==> src/design/mfc_pkg.sv <==
/*
 * constants and carrier types for the modem function configuration space.
 * assumes a single core clock domain and byte addresses on the config port.
 */
package mfc_pkg;

	////////////////////////////////////////////////////////////////////////
	// configuration space byte offsets
	localparam logic [7:0] MFC_OFF_ID = 8'h00;
	localparam logic [7:0] MFC_OFF_CMD = 8'h04;
	localparam logic [7:0] MFC_OFF_REV = 8'h08;
	localparam logic [7:0] MFC_OFF_HDR = 8'h0C;
	localparam logic [7:0] MFC_OFF_IOBAR = 8'h10;
	localparam logic [7:0] MFC_OFF_MEMBAR = 8'h14;
	localparam logic [7:0] MFC_OFF_CIS = 8'h28;
	localparam logic [7:0] MFC_OFF_SUBSYS = 8'h2C;
	localparam logic [7:0] MFC_OFF_EXPROM = 8'h30;
	localparam logic [7:0] MFC_OFF_CAP = 8'h34;
	localparam logic [7:0] MFC_OFF_INTR = 8'h3C;
	localparam logic [7:0] MFC_OFF_PMCAP = 8'hDC;
	localparam logic [7:0] MFC_OFF_PMCSR = 8'hE0;

	////////////////////////////////////////////////////////////////////////
	// window sizes and hardwired base address bits
	localparam logic [31:0] MFC_IO_BAR_MASK = 32'hFFFF_FFF8;
	localparam logic [31:0] MFC_IO_BAR_FLAG = 32'h0000_0001;
	localparam logic [31:0] MFC_MEM_BAR_MASK = 32'hFFFF_F000;
	localparam logic [11:0] MFC_CIS_BASE = 12'h100;
	localparam logic [31:0] MFC_CIS_PTR = 32'h0000_0102;

	////////////////////////////////////////////////////////////////////////
	// hard-coded register contents
	localparam logic [15:0] MFC_STATUS_CONST = 16'h0210;
	localparam logic [15:0] MFC_CMD_WMASK = 16'h0143;
	localparam logic [23:0] MFC_CLASS_CODE = 24'h07_0002;
	localparam logic [7:0] MFC_HEADER_TYPE = 8'h80;
	localparam logic [7:0] MFC_CAP_PTR = 8'hDC;
	localparam logic [7:0] MFC_INT_PIN = 8'h01;
	localparam logic [15:0] MFC_PMC_AUX = 16'hFE31;
	localparam logic [15:0] MFC_PMC_NOAUX = 16'h7E21;
	localparam logic [7:0] MFC_PM_CAP_ID = 8'h01;
	localparam logic [7:0] MFC_PM_NEXT = 8'h00;

	////////////////////////////////////////////////////////////////////////
	// field positions
	localparam int MFC_CMD_IO_EN = 0;
	localparam int MFC_CMD_MEM_EN = 1;
	localparam int MFC_ST_SERR = 14;
	localparam int MFC_ST_PERR = 15;
	localparam int MFC_PM_PS_LSB = 0;
	localparam int MFC_PM_PME_EN = 8;
	localparam int MFC_PM_DSEL_LSB = 9;
	localparam int MFC_PM_DSCALE_LSB = 13;
	localparam int MFC_PM_PME_ST = 15;
	localparam logic [15:0] MFC_PM_WMASK = 16'h1F03;
	localparam logic [1:0] MFC_SCALE_PWR = 2'h2;
	localparam logic [1:0] MFC_SCALE_NONE = 2'h0;
	localparam logic [7:0] MFC_DATA_NONE = 8'h00;

	////////////////////////////////////////////////////////////////////////
	// carriers
	typedef struct packed {
		logic valid;
		logic write;
		logic [7:0] addr;
		logic [3:0] be;
		logic [31:0] wdata;
	} mfc_cfg_req_t;

	typedef struct packed {
		logic [15:0] device_id;
		logic [15:0] vendor_id;
		logic [7:0] revision;
		logic [15:0] subsys_vendor;
		logic [15:0] subsys_id;
		logic [3:0][7:0] power_consumed;
		logic [3:0][7:0] power_dissipated;
	} mfc_ee_t;

	typedef struct packed {
		logic valid;
		logic mem;
		logic write;
		logic [31:0] addr;
	} mfc_bus_t;

	typedef struct packed {
		logic io_hit;
		logic mem_hit;
		logic cis_hit;
		logic [11:0] mem_offset;
	} mfc_hit_t;

endpackage

==> src/design/mfc_config_space.sv <==
/*
 * configuration space of the modem function of a two-function lan/modem
 * controller: base address registers, identity words mirrored from eeprom,
 * power management block, shared interrupt pin and boot rom coexistence.
 * assumes the config port delivers one request per cycle at most, eeprom
 * values are stable after load, and the eeprom reader answers cis words
 * combinationally from o_cis_ee_addr.
 */
`timescale 1ns/1ns
module mfc_config_space (
	input wire logic i_core_clk,
	input wire logic i_sys_rst,
	input wire mfc_pkg::mfc_cfg_req_t i_cfg,
	input wire mfc_pkg::mfc_ee_t i_ee,
	input wire mfc_pkg::mfc_bus_t i_bus,
	input wire logic [31:0] i_cis_ee_word,
	input wire logic i_aux_power,
	input wire logic i_pci_mode,
	input wire logic i_modem_enable_bit,
	input wire logic i_boot_disable_bit,
	input wire logic i_lan_boot_enable,
	input wire logic i_modem_irq,
	input wire logic i_lan_irq,
	input wire logic i_pme_event,
	input wire logic i_parity_err,
	input wire logic i_sys_err,
	output logic [31:0] o_cfg_rdata,
	output logic o_cfg_ack,
	output mfc_pkg::mfc_hit_t o_hit,
	output logic [11:0] o_cis_ee_addr,
	output logic [31:0] o_cis_rdata,
	output logic o_cis_valid,
	output logic o_inta_out,
	output logic o_inta_oe,
	output logic o_modem_active,
	output logic o_bootrom_active,
	output logic o_shared_sel_modem,
	output logic [1:0] o_power_state
);
	import mfc_pkg::*;

	////////////////////////////////////////////////////////////////////////
	// complete register state of the block
	typedef struct packed {
		logic [15:0] cmd;
		logic st_perr;
		logic st_serr;
		logic [31:0] io_bar;
		logic [31:0] mem_bar;
		logic [7:0] int_line;
		logic [1:0] pm_state;
		logic pme_en;
		logic [3:0] dsel;
		logic pme_status;
		logic [31:0] rdata;
		logic ack;
		mfc_hit_t hit;
		logic [11:0] cis_addr;
		logic [31:0] cis_rdata;
		logic cis_valid;
		logic inta_drive;
		logic modem_active;
		logic bootrom_active;
		logic sel_modem;
	} mfc_state_t;

	mfc_state_t s;
	mfc_state_t next_s;
	logic [7:0] pwr_data;
	logic [1:0] pwr_scale;
	logic cfg_wr;
	logic [31:0] old_word;
	logic [15:0] pmcsr_word;

	////////////////////////////////////////////////////////////////////////
	// helpers

	// byte-lane write of the bits that the mask allows
	function automatic logic [31:0] mfc_merge(input logic [31:0] old, input logic [31:0] wdata,
			input logic [3:0] be, input logic [31:0] wmask);
		logic [31:0] res;
		res = old;
		for (int b = 0; b < 4; b++) begin
			for (int k = 0; k < 8; k++) begin
				if (be[b] && wmask[b*8+k]) begin
					res[b*8+k] = wdata[b*8+k];
				end
			end
		end
		return res;
	endfunction

	// true when a write with a one lands on the given bit
	function automatic logic mfc_w1(input logic wr, input logic [31:0] wdata, input logic [3:0] be,
			input int bitpos);
		return wr && be[bitpos/8] && wdata[bitpos];
	endfunction

	// address falls inside a naturally aligned window
	function automatic logic mfc_in_window(input logic [31:0] addr, input logic [31:0] base,
			input logic [31:0] mask);
		return (addr & mask) == (base & mask);
	endfunction

	////////////////////////////////////////////////////////////////////////
	// power report value for the data byte
	mfc_power_report u_power_report (
		.i_data_select(s.dsel),
		.i_consumed(i_ee.power_consumed),
		.i_dissipated(i_ee.power_dissipated),
		.o_data(pwr_data),
		.o_scale(pwr_scale)
	);

	// control/status word as software sees it
	always_comb begin
		pmcsr_word = '0;
		pmcsr_word[MFC_PM_PS_LSB +: 2] = s.pm_state;
		pmcsr_word[MFC_PM_PME_EN] = s.pme_en;
		pmcsr_word[MFC_PM_DSEL_LSB +: 4] = s.dsel;
		pmcsr_word[MFC_PM_DSCALE_LSB +: 2] = pwr_scale;
		pmcsr_word[MFC_PM_PME_ST] = s.pme_status;
	end

	////////////////////////////////////////////////////////////////////////
	// read mux of the configuration space; unlisted offsets read zero
	always_comb begin
		old_word = '0;
		unique case (i_cfg.addr)
			MFC_OFF_ID: old_word = {i_ee.device_id, i_ee.vendor_id};
			MFC_OFF_CMD: begin
				old_word = {MFC_STATUS_CONST, s.cmd};
				old_word[16 + MFC_ST_PERR] = s.st_perr;
				old_word[16 + MFC_ST_SERR] = s.st_serr;
			end
			MFC_OFF_REV: old_word = {MFC_CLASS_CODE, i_ee.revision};
			MFC_OFF_HDR: old_word = {8'h00, MFC_HEADER_TYPE, 16'h0000};
			MFC_OFF_IOBAR: old_word = (s.io_bar & MFC_IO_BAR_MASK) | MFC_IO_BAR_FLAG;
			MFC_OFF_MEMBAR: old_word = s.mem_bar & MFC_MEM_BAR_MASK;
			// pointer only exists on cardbus; reserved in pci mode
			MFC_OFF_CIS: old_word = i_pci_mode ? 32'h0000_0000 : MFC_CIS_PTR;
			MFC_OFF_SUBSYS: old_word = {i_ee.subsys_id, i_ee.subsys_vendor};
			MFC_OFF_CAP: old_word = {24'h00_0000, MFC_CAP_PTR};
			MFC_OFF_INTR: old_word = {16'h0000, MFC_INT_PIN, s.int_line};
			MFC_OFF_PMCAP: begin
				old_word = {(i_aux_power ? MFC_PMC_AUX : MFC_PMC_NOAUX), MFC_PM_NEXT, MFC_PM_CAP_ID};
			end
			MFC_OFF_PMCSR: old_word = {8'h00, pwr_data, pmcsr_word};
			default: old_word = '0;
		endcase
	end

	assign cfg_wr = i_cfg.valid && i_cfg.write;

	////////////////////////////////////////////////////////////////////////
	// next state
	always_comb begin
		logic [31:0] merged;
		logic io_ok;
		logic mem_ok;
		logic [11:0] ofs;
		merged = '0;
		io_ok = 1'b0;
		mem_ok = 1'b0;
		ofs = '0;
		next_s = s;

		// config writes; read-only words ignore the write
		next_s.ack = i_cfg.valid;
		if (i_cfg.valid && !i_cfg.write) begin
			next_s.rdata = old_word;
		end
		if (cfg_wr) begin
			unique case (i_cfg.addr)
				MFC_OFF_CMD: begin
					merged = mfc_merge({16'h0000, s.cmd}, i_cfg.wdata, i_cfg.be, {16'h0000, MFC_CMD_WMASK});
					next_s.cmd = merged[15:0];
				end
				MFC_OFF_IOBAR: begin
					next_s.io_bar = mfc_merge(s.io_bar, i_cfg.wdata, i_cfg.be, MFC_IO_BAR_MASK);
				end
				MFC_OFF_MEMBAR: begin
					next_s.mem_bar = mfc_merge(s.mem_bar, i_cfg.wdata, i_cfg.be, MFC_MEM_BAR_MASK);
				end
				MFC_OFF_INTR: begin
					merged = mfc_merge({24'h00_0000, s.int_line}, i_cfg.wdata, i_cfg.be, 32'h0000_00FF);
					next_s.int_line = merged[7:0];
				end
				MFC_OFF_PMCSR: begin
					merged = mfc_merge({16'h0000, pmcsr_word}, i_cfg.wdata, i_cfg.be, {16'h0000, MFC_PM_WMASK});
					next_s.pm_state = merged[MFC_PM_PS_LSB +: 2];
					next_s.pme_en = merged[MFC_PM_PME_EN];
					next_s.dsel = merged[MFC_PM_DSEL_LSB +: 4];
				end
				default: next_s.cmd = s.cmd;
			endcase
		end

		// sticky status bits: write one clears, a new event in the same cycle wins
		if (cfg_wr && i_cfg.addr == MFC_OFF_CMD && mfc_w1(cfg_wr, i_cfg.wdata, i_cfg.be, 16 + MFC_ST_PERR)) begin
			next_s.st_perr = 1'b0;
		end
		if (cfg_wr && i_cfg.addr == MFC_OFF_CMD && mfc_w1(cfg_wr, i_cfg.wdata, i_cfg.be, 16 + MFC_ST_SERR)) begin
			next_s.st_serr = 1'b0;
		end
		if (i_parity_err) begin
			next_s.st_perr = 1'b1;
		end
		if (i_sys_err) begin
			next_s.st_serr = 1'b1;
		end
		if (cfg_wr && i_cfg.addr == MFC_OFF_PMCSR && mfc_w1(cfg_wr, i_cfg.wdata, i_cfg.be, MFC_PM_PME_ST)) begin
			next_s.pme_status = 1'b0;
		end
		if (i_pme_event) begin
			next_s.pme_status = 1'b1;
		end

		// target decode of the modem windows, gated by the command bits
		io_ok = i_bus.valid && !i_bus.mem && s.cmd[MFC_CMD_IO_EN] && s.modem_active;
		mem_ok = i_bus.valid && i_bus.mem && s.cmd[MFC_CMD_MEM_EN] && s.modem_active;
		ofs = i_bus.addr[11:0];
		next_s.hit.io_hit = io_ok && mfc_in_window(i_bus.addr, s.io_bar, MFC_IO_BAR_MASK);
		next_s.hit.mem_hit = mem_ok && mfc_in_window(i_bus.addr, s.mem_bar, MFC_MEM_BAR_MASK);
		next_s.hit.cis_hit = next_s.hit.mem_hit && (ofs >= MFC_CIS_BASE);
		next_s.hit.mem_offset = next_s.hit.mem_hit ? ofs : 12'h000;

		// card info reads: address out this cycle, eeprom word back the next
		next_s.cis_valid = s.hit.cis_hit && !s.cis_valid && !i_bus.write;
		if (next_s.hit.cis_hit && !i_bus.write) begin
			next_s.cis_addr = ofs - MFC_CIS_BASE;
		end
		if (s.hit.cis_hit && !s.cis_valid) begin
			next_s.cis_rdata = i_cis_ee_word;
		end

		// one open-drain interrupt pin for both functions
		next_s.inta_drive = (i_modem_irq && s.modem_active) || i_lan_irq;

		// modem and boot rom coexistence; the system keeps the shared port private
		next_s.modem_active = i_modem_enable_bit;
		next_s.bootrom_active = !i_boot_disable_bit;
		if (i_pci_mode && i_modem_enable_bit && !i_boot_disable_bit) begin
			next_s.sel_modem = !i_lan_boot_enable;
		end else begin
			next_s.sel_modem = i_modem_enable_bit;
		end
	end

	////////////////////////////////////////////////////////////////////////
	// state register; everything clears on the synchronous bus reset
	always_ff @(posedge i_core_clk) begin
		if (i_sys_rst) begin
			s <= '0;
		end else begin
			s <= next_s;
		end
	end

	////////////////////////////////////////////////////////////////////////
	// outputs straight from the state, except o_inta_out which is tied low
	assign o_cfg_rdata = s.rdata;
	assign o_cfg_ack = s.ack;
	assign o_hit = s.hit;
	assign o_cis_ee_addr = s.cis_addr;
	assign o_cis_rdata = s.cis_rdata;
	assign o_cis_valid = s.cis_valid;
	assign o_inta_out = 1'b0; // pin only ever pulls low
	assign o_inta_oe = s.inta_drive;
	assign o_modem_active = s.modem_active;
	assign o_bootrom_active = s.bootrom_active;
	assign o_shared_sel_modem = s.sel_modem;
	assign o_power_state = s.pm_state;

endmodule

==> src/design/mfc_power_report.sv <==
/*
 * power report selector for the data register next to the power control word.
 * assumes the consumed and dissipated figures are static eeprom values.
 */
`timescale 1ns/1ns
module mfc_power_report (
	input wire logic [3:0] i_data_select,
	input wire logic [3:0][7:0] i_consumed,
	input wire logic [3:0][7:0] i_dissipated,
	output logic [7:0] o_data,
	output logic [1:0] o_scale
);
	import mfc_pkg::*;

	////////////////////////////////////////////////////////////////////////
	// select 0..3 consumption, 4..7 dissipation, 8..15 nothing
	always_comb begin
		o_data = MFC_DATA_NONE;
		o_scale = MFC_SCALE_NONE;
		if (!i_data_select[3]) begin
			o_scale = MFC_SCALE_PWR;
			if (i_data_select[2]) begin
				o_data = i_dissipated[i_data_select[1:0]];
			end else begin
				o_data = i_consumed[i_data_select[1:0]];
			end
		end
	end

endmodule

==> config.mk <==
export PLATFORM = sky130hd
export DESIGN_NAME = mfc_config_space
export DESIGN_NICKNAME = d
export VERILOG_FILES = /design/src/design/mfc_pkg.sv /design/src/design/mfc_config_space.sv /design/src/design/mfc_power_report.sv
export SDC_FILE = /design/constraint.sdc
export NUM_CORES = 1
export LEC_CHECK = 0
export BUFFER_PORTS_ARGS = -buffer_cell sky130_fd_sc_hd__buf_2
export CAP_MARGIN = 10
export CORE_MARGIN = 3
export CORE_UTILIZATION = 44
export CTS_BUF_LIST = sky130_fd_sc_hd__clkbuf_8 sky130_fd_sc_hd__clkbuf_16
export DETAILED_ROUTE_END_ITERATION = 7
export GPL_TIMING_DRIVEN = 0
export PLACE_DENSITY = 0.75
export SLEW_MARGIN = 20
export SYNTH_ARGS = -nofsm -noshare
export SYNTH_HDL_FRONTEND = slang
export SYNTH_HIERARCHICAL = 1
export SYNTH_SLANG_ARGS = --single-unit
==> constraint.sdc <==
create_clock -name i_core_clk -period 2.1 [get_ports i_core_clk]
set_input_delay 0.21 -clock i_core_clk [delete_from_list [all_inputs] [get_ports i_core_clk]]
set_output_delay 0.21 -clock i_core_clk [all_outputs]
set_load 0.01 [all_outputs]
==> results of run 1 <==
==> cell type report <==
| type | count | area (um2) |
|---|---|---|
| fillers | 1820 | 7880 |
| multi-input cells | 686 | 4560 |
| flip-flops and latches | 168 | 3370 |
| repair buffers | 372 | 1930 |
| plain buffers | 171 | 1110 |
| clock buffers | 17 | 425 |
| well taps | 265 | 332 |
| clock inverters | 15 | 133 |
| inverters | 6 | 22.5 |
| diodes | 7 | 17.5 |
==> synth_stat cells (10+ instances only) <==
| cell type | instances | area share, % |
|---|---|---|
| xor2_1 | 38 | 3.7 |
| nor4_1 | 13 | 0.90 |
| clkbuf_1 | 46 | 1.9 |
| a22oi_1 | 16 | 1.3 |
| buf_2 | 18 | 1.0 |
| a22o_1 | 30 | 2.9 |
| nand3_1 | 69 | 3.8 |
| nor2_1 | 36 | 1.5 |
| nand2_1 | 152 | 6.3 |
| buf_4 | 98 | 8.2 |
| xnor2_1 | 13 | 1.3 |
| dfxtp_1 | 168 | 37 |
| a21oi_1 | 100 | 5.6 |
| and2_1 | 17 | 1.2 |
| nand4_1 | 21 | 1.5 |
| mux2i_1 | 39 | 4.3 |
| nor3_1 | 10 | 0.56 |
==> flip-flops by register name (all words and copies together) (netlist names), 2 cells and up <==
name / count
s: 63
o_power_state: 2
o_hit: 15
o_cis_rdata: 32
pmcsr_word: 6
o_cfg_rdata: 32
o_cis_ee_addr: 12
==> worst paths after layout <==
check                                  startpoint               to  slack, ns  depth (start not counted)
worst max register to register     pmcsr_word[10]  o_cfg_rdata[23]       0.02                          8
worst max-delay path               pmcsr_word[10]  o_cfg_rdata[23]       0.02                          8
worst min register to register    o_cis_rdata[28]  o_cis_rdata[28]       0.46                          2
worst min-delay path            i_cis_ee_word[19]  o_cis_rdata[19]       0.01                          3
==> per-layer routing <==
metal / wire [um] / track usage (%) / vias to the layer above
li1: - / - / 4402
met1: 13300 / 37.0 / 4349
met2: 16800 / 50.6 / 551
met3: 3240 / 5.68 / 86
met4: 1410 / 14.7 / 4
met5: 20 / 0 / -
==> through the flow <==
stage / worst slack [ns] / TNS (ns)
after floorplan: 0.0924 / 0
after global placement: -0.284 / -10.41
after detailed placement: -0.301 / -9.51
after CTS: -0.0597 / -0.0601
after global routing: -0.0972 / -0.147
final: 0.0156 / 0
==> placed cells by master (no fill, tap or decap), types with 8 or more instances in the layout <==
cell and count:
and2_1 16, mux2i_1 38, nor4_1 11, buf_2 373, xnor2_1 13, buf_4 105, mux4_2 10, buf_6 8
xor2_1 38, dlygate4sd3_1 9, clkbuf_16 17, clkbuf_1 42, nand3_1 69, a221o_1 8, a21oi_1 100, dfxtp_1 165
nor2_1 36, o2bb2ai_1 9, nand2_1 152, nand4_1 21, a22oi_1 16, nor3_1 8, a22o_1 30
==> cell families after synthesis <==
family | Yosys count | synth area share [%]
muxes | 58 | 9.06
other | 2 | 0.0836
and+or+nand+nor | 353 | 19.2
xor gates and xnor gates | 51 | 4.97
DFF | 168 | 37.4
AOI/OAI and AO/OA | 220 | 16.5
buffers and inverters | 178 | 12.5
adders and majority gates | 2 | 0.278
==> power by group <==
part           internal (uW)  switching (uW)  leakage, uW
clock network           1570            1490     0.000265
logic                    302             374      0.00389
registers               3190            5.43      0.00136
total                   5060            1860      0.00551
==> timing repair <==
action,CTS,global route
setup endpoints to repair,23,21
setup buffers,7,1
pin swaps,9,8
cloned,0,0
resized for setup,14,18
hold endpoints to repair,9,0
hold buffers,9,0
==> critical path, cell delays in order, from the launching register on <==
cell	delay, ns
dfxtp_4	0.40
buf_12	0.14
buf_6	0.09
mux4_2	0.50
mux2i_1	0.16
nor2_1	0.07
a222oi_1	0.32
nand2_1	0.10
a22o_1	0.20
==> metrics.cfg, run 1 <==
[route]
drc_errors = 0
initialDrtViolationCount = 702
vias_per_cell = 5.50
final_antenna_net_count = 0
vias = 9392
wire_per_inst_um = 20.4
firstDrtPassIters = 6
wirelength_mm = 34.8

[sta]
finClkSkew_ns = 0.00775
fmax_ghz = 0.480
finalCriticalPeriod_ns = 2.08
rsz0062_at_grt = true
slew_headroom_pct = 55.7
min_period_over_period_pct = 99.3
setup_violations = 0
tightest_slew_ns = 0.655
hold_viol_final = 0
whs_ns = 0.0128
slew_viol_final = 0

[die]
io_pins = 361
design.core.area_um2 = 19800
die_area_um2 = 22200
initial_core_util_pct = 45.4
die_h_um = 149
die_x_um = 149
rows = 51

[global_route]
grt_max_degree = 18
grt_pass1_vias = 9097
antenna_found_initial = 8
grt_usage_pct = 30.0
grt_overflow = 0
grt_pass1_wl_mm = 50.7

[power]
p_per_area_nw_per_um2 = 582
leakage_uw = 0.00551
power.total_uw = 6920
peakVddDrop_mv = 0.501

[layout]
final_util_pct = 60.1
nets = 1685
syn2layout_area_growth_pct = 32.4
fin_cells = 1707
design_area_um2 = 11900
drive_gt1_share_pct = 39.0

[placement]
gp_congestion = 0.960
place_area_um2 = 11100
io_buffers = 355
hpwl_mm = 27.6
placed_cells = 1652

[critical_path]
worst_ep_required_time_ns = 2.43
crit_path_start_kind = flop
worst_ep_arrival_time_ns = 2.41
path_max_fanout = 6
end_kind = flop
worstSetupPathType = reg -> reg

[synthesis]
synthCells = 1032
yosys_warnings = 6
async_reset_ff_share_pct = 0
synth_flop_cell = dfxtp_1
synth-seq-cells = 168
synth_seq_area_share_pct = 37.4
synth_fp_nets = 1295
syn-cell-area_um2 = 8990
syn_area_per_cell_um2 = 8.71
synthDistinctLibCells = 63
synth_edf_count = 0

[clock_network]
cts.clk_slew.worst_paths_ns = 0.07
clock-sinks = 168
insertion_delay_ns = 0.44
cts_buffers = 17
cts_buffer_depth = 2
cts_tree = done
h-tree-depth = 4
cts-root-buf = clkbuf_16

[status]
status = finished, final reports clean

[run]
max-cap-violations = 0

[min_path]
min_path_type = in -> reg

No activity file was read; power rests on OpenSTA's default activity.
==> inputs of run 2 (changes only) <==
--- a/config.mk
+++ b/config.mk
@@ -5,10 +5,11 @@
 export SDC_FILE = /design/constraint.sdc
 export NUM_CORES = 1
 export LEC_CHECK = 0
+export ABC_AREA = 1
 export BUFFER_PORTS_ARGS = -buffer_cell sky130_fd_sc_hd__buf_2
 export CAP_MARGIN = 10
 export CORE_MARGIN = 3
-export CORE_UTILIZATION = 44
+export CORE_UTILIZATION = 45
 export CTS_BUF_LIST = sky130_fd_sc_hd__clkbuf_8 sky130_fd_sc_hd__clkbuf_16
 export DETAILED_ROUTE_END_ITERATION = 7
 export GPL_TIMING_DRIVEN = 0
==> metrics.cfg, run 2 <==
[critical_path]
worst_ep_arrival_time_ns = 2.29
critPathMaxStageDelay_ns = 0.39
path_cells = buf_6 -> inv_4 -> buf_6 -> nand2_1 -> nand3_1 -> nand3_1 -> nand2_1 -> nor2_1 -> nand3_1 -> o21ai_0 -> nor2_1 -> nand2_1 -> nand2_1 -> a21oi_1
crit_slowest_cell = dfxtp_1
worstSetupPathType = reg -> reg
reg2reg_depth = 14
worst_ep_required_time_ns = 2.46
r2r_start = pmcsr_word[9]
end_kind = flop
crit_path_start_kind = flop
path_delay_family = simple AND/OR/NAND/NOR gates
rr_endpoint = o_cfg_rdata[23]
r2r_slack_ns = 0.17
path_buf_inv = 3
cp_common_cell = nand2_1
path_max_fanout = 10

[layout]
final_common_cell = buf_2
fillCellCount = 2050
multi_input_area_um2 = 4590
final_cell_mix = 374 x buf_2, 369 x nand2_1, 209 x nor2_1, 201 x inv_1, 168 x dfxtp_1
drive_gt1_share_pct = 28.9
design_area_um2 = 12900
nets = 2216
regMostFlops = s
largest_reg_flops = 63
seqCellArea_um2 = 3360
syn2layout_area_growth_pct = 30.7

[synthesis]
synth-seq-cells = 168
synth_flop_cell = dfxtp_1
async_reset_ff_share_pct = 0
synth_top_area_share_pct = 34.1
synthDistinctLibCells = 36
syn-cell-area_um2 = 9850
synth_seq_area_share_pct = 34.1
synth_edf_count = 0
yosys_warnings = 6
synthTopCellsByCount = 369 x nand2_1, 209 x nor2_1, 200 x inv_1
synthCells = 1551
synthTopCellsByArea = dfxtp_1 34%, nand2_1 14%, buf_4 8.2%
yosysTopAreaCell = dfxtp_1
synth_fp_nets = 1814
synth_most_common_cell = nand2_1
syn_area_per_cell_um2 = 6.35

[route]
initialDrtViolationCount = 1081
wirelength_mm = 38.2
drc_errors = 0
vias = 11371
wire_per_inst_um = 17.0
vias_per_cell = 5.06
firstDrtPassIters = 6
final_antenna_net_count = 0

[power]
p_per_area_nw_per_um2 = 568
seqPwrFrac_pct = 43.8
p_comb_share_pct = 10.3
peakVddDrop_mv = 0.573
clock_power_share_pct = 45.9
leakage_uw = 0.00682
power.internal_uw = 5360
p_sw_uw = 1950
swShare_pct = 26.6

[status]
status = finished, final reports clean

[die]
die_area_um2 = 23700
design.core.area_um2 = 21300
initial_core_util_pct = 46.3
die_h_um = 154
rows = 53
die_x_um = 154
io_pins = 361

[placement]
gp_congestion = 1.02
hpwl_mm = 30.3
io_buffers = 358
place_area_um2 = 12000

[min_path]
whs_endpoint = o_cis_rdata[30]
min_path_type = in -> reg
holdPathStages = 3
hp-start = i_cis_ee_word[30]

[global_route]
grt_overflow = 0
antenna_found_initial = 6
grt_pass1_vias = 10726
grt_usage_pct = 30.9
grt_pass1_wl_mm = 57.5
grt_max_degree = 18

[sta]
fmax_ghz = 0.519
finalCriticalPeriod_ns = 1.93
hold_viol_final = 0
tightest_slew_ns = 0.989
slew_headroom_pct = 34.1
tns_ns = 0
min_period_over_period_pct = 91.7
whs_ns = 0.00313
rsz0062_at_grt = false
setup_violations = 0
slew_viol_final = 0
finClkSkew_ns = 0.0163

[clock_network]
cts_tree = done
cts.clk_slew.worst_paths_ns = 0.08
h-tree-depth = 4
cts_resized = 0
clock-sinks = 168
cts_buffer_depth = 2
cts-root-buf = clkbuf_16
insertion_delay_ns = 0.44
cts_buffers = 17

[run]
max-cap-violations = 0

run 2: routing by layer:
metal	vias up	share of wire, %	GRT usage, %
li1	5555	-	-
met1	5078	39	38.2
met2	641	47	51.7
met3	93	10	7.29
met4	4	3.8	12.7
met5	-	0.055	0
run 2: what timing repair did:
item	CTS	global route
buffers inserted	0	0
hold endpoints to repair	25	0
hold buffers	25	0
run 2: power by group through the flow:
| stage | clock [uW] | combinational, uW | sequential [uW] |
|---|---|---|---|
| finish | 3350 | 753 | 3200 |
| global route | 3500 | 818 | 3200 |
| CTS | 3370 | 741 | 3200 |
| detailed placement | 0 | 700 | 3270 |
| global placement | 0 | 696 | 3270 |
| floorplan | 0 | 283 | 3280 |
run 2: kinds of logic (layout without fill, tap and decap cells):
group	count (synthesis)	after routing	synth area share (%)
simple gates	741	741	31.6
buf+inv	374	789	19.3
compound gates	249	249	13.3
flops	168	168	34.1
xor+xnor	15	15	1.33
fa+ha+maj	2	2	0.254
other cells	2	8	0.0762
run 2: worst max path at each step:
stage	start	endpoint	slack (ns)	cells past startpoint
floorplan	pmcsr_word[9]	o_cfg_rdata[16]	0.71	14
global placement	i_sys_rst	pmcsr_word[12]	0.05	4
detailed placement	i_sys_rst	pmcsr_word[15]	0.05	4
CTS	pmcsr_word[9]	o_cfg_rdata[23]	0.22	14
global route	pmcsr_word[9]	o_cfg_rdata[23]	0.02	14
finish	pmcsr_word[9]	o_cfg_rdata[23]	0.17	14
run 2: cell type report:
| class | instances | share of cell area (%) |
|---|---|---|
| sequential | 168 | 26.1 |
| timing repair buffer | 383 | 15.9 |
| buffer | 162 | 8.56 |
| clock buffer | 18 | 3.41 |
| inverter | 212 | 6.20 |
| multi-input combinational | 1009 | 35.6 |
| antenna | 6 | 0.117 |
| clock inverter | 14 | 1.39 |
| tap | 275 | 2.67 |
run 2: stage by stage:
stage          util [%]  std cells  total power, uW  setup WS, ns
3_3_place_gp       56.3       2184             3970        0.0464
4_1_cts            60.4       2241             7310         0.217
5_1_grt            60.4       2245             7520        0.0241
3_5_place_dp       56.3       2184             3970        0.0538
2_1_floorplan         -       1551             3560         0.707
6_report           60.5       2247             7310         0.174
run 2: worst register-to-register path: stages, from the launching register on:
cell and delay, ns:
dfxtp_1 0.39, buf_6 0.15, inv_4 0.05, buf_6 0.13
nand2_1 0.06, nand3_1 0.12, nand3_1 0.13, nand2_1 0.05
nor2_1 0.18, nand3_1 0.15, o21ai_0 0.12, nor2_1 0.08
nand2_1 0.06, nand2_1 0.05, a21oi_1 0.13
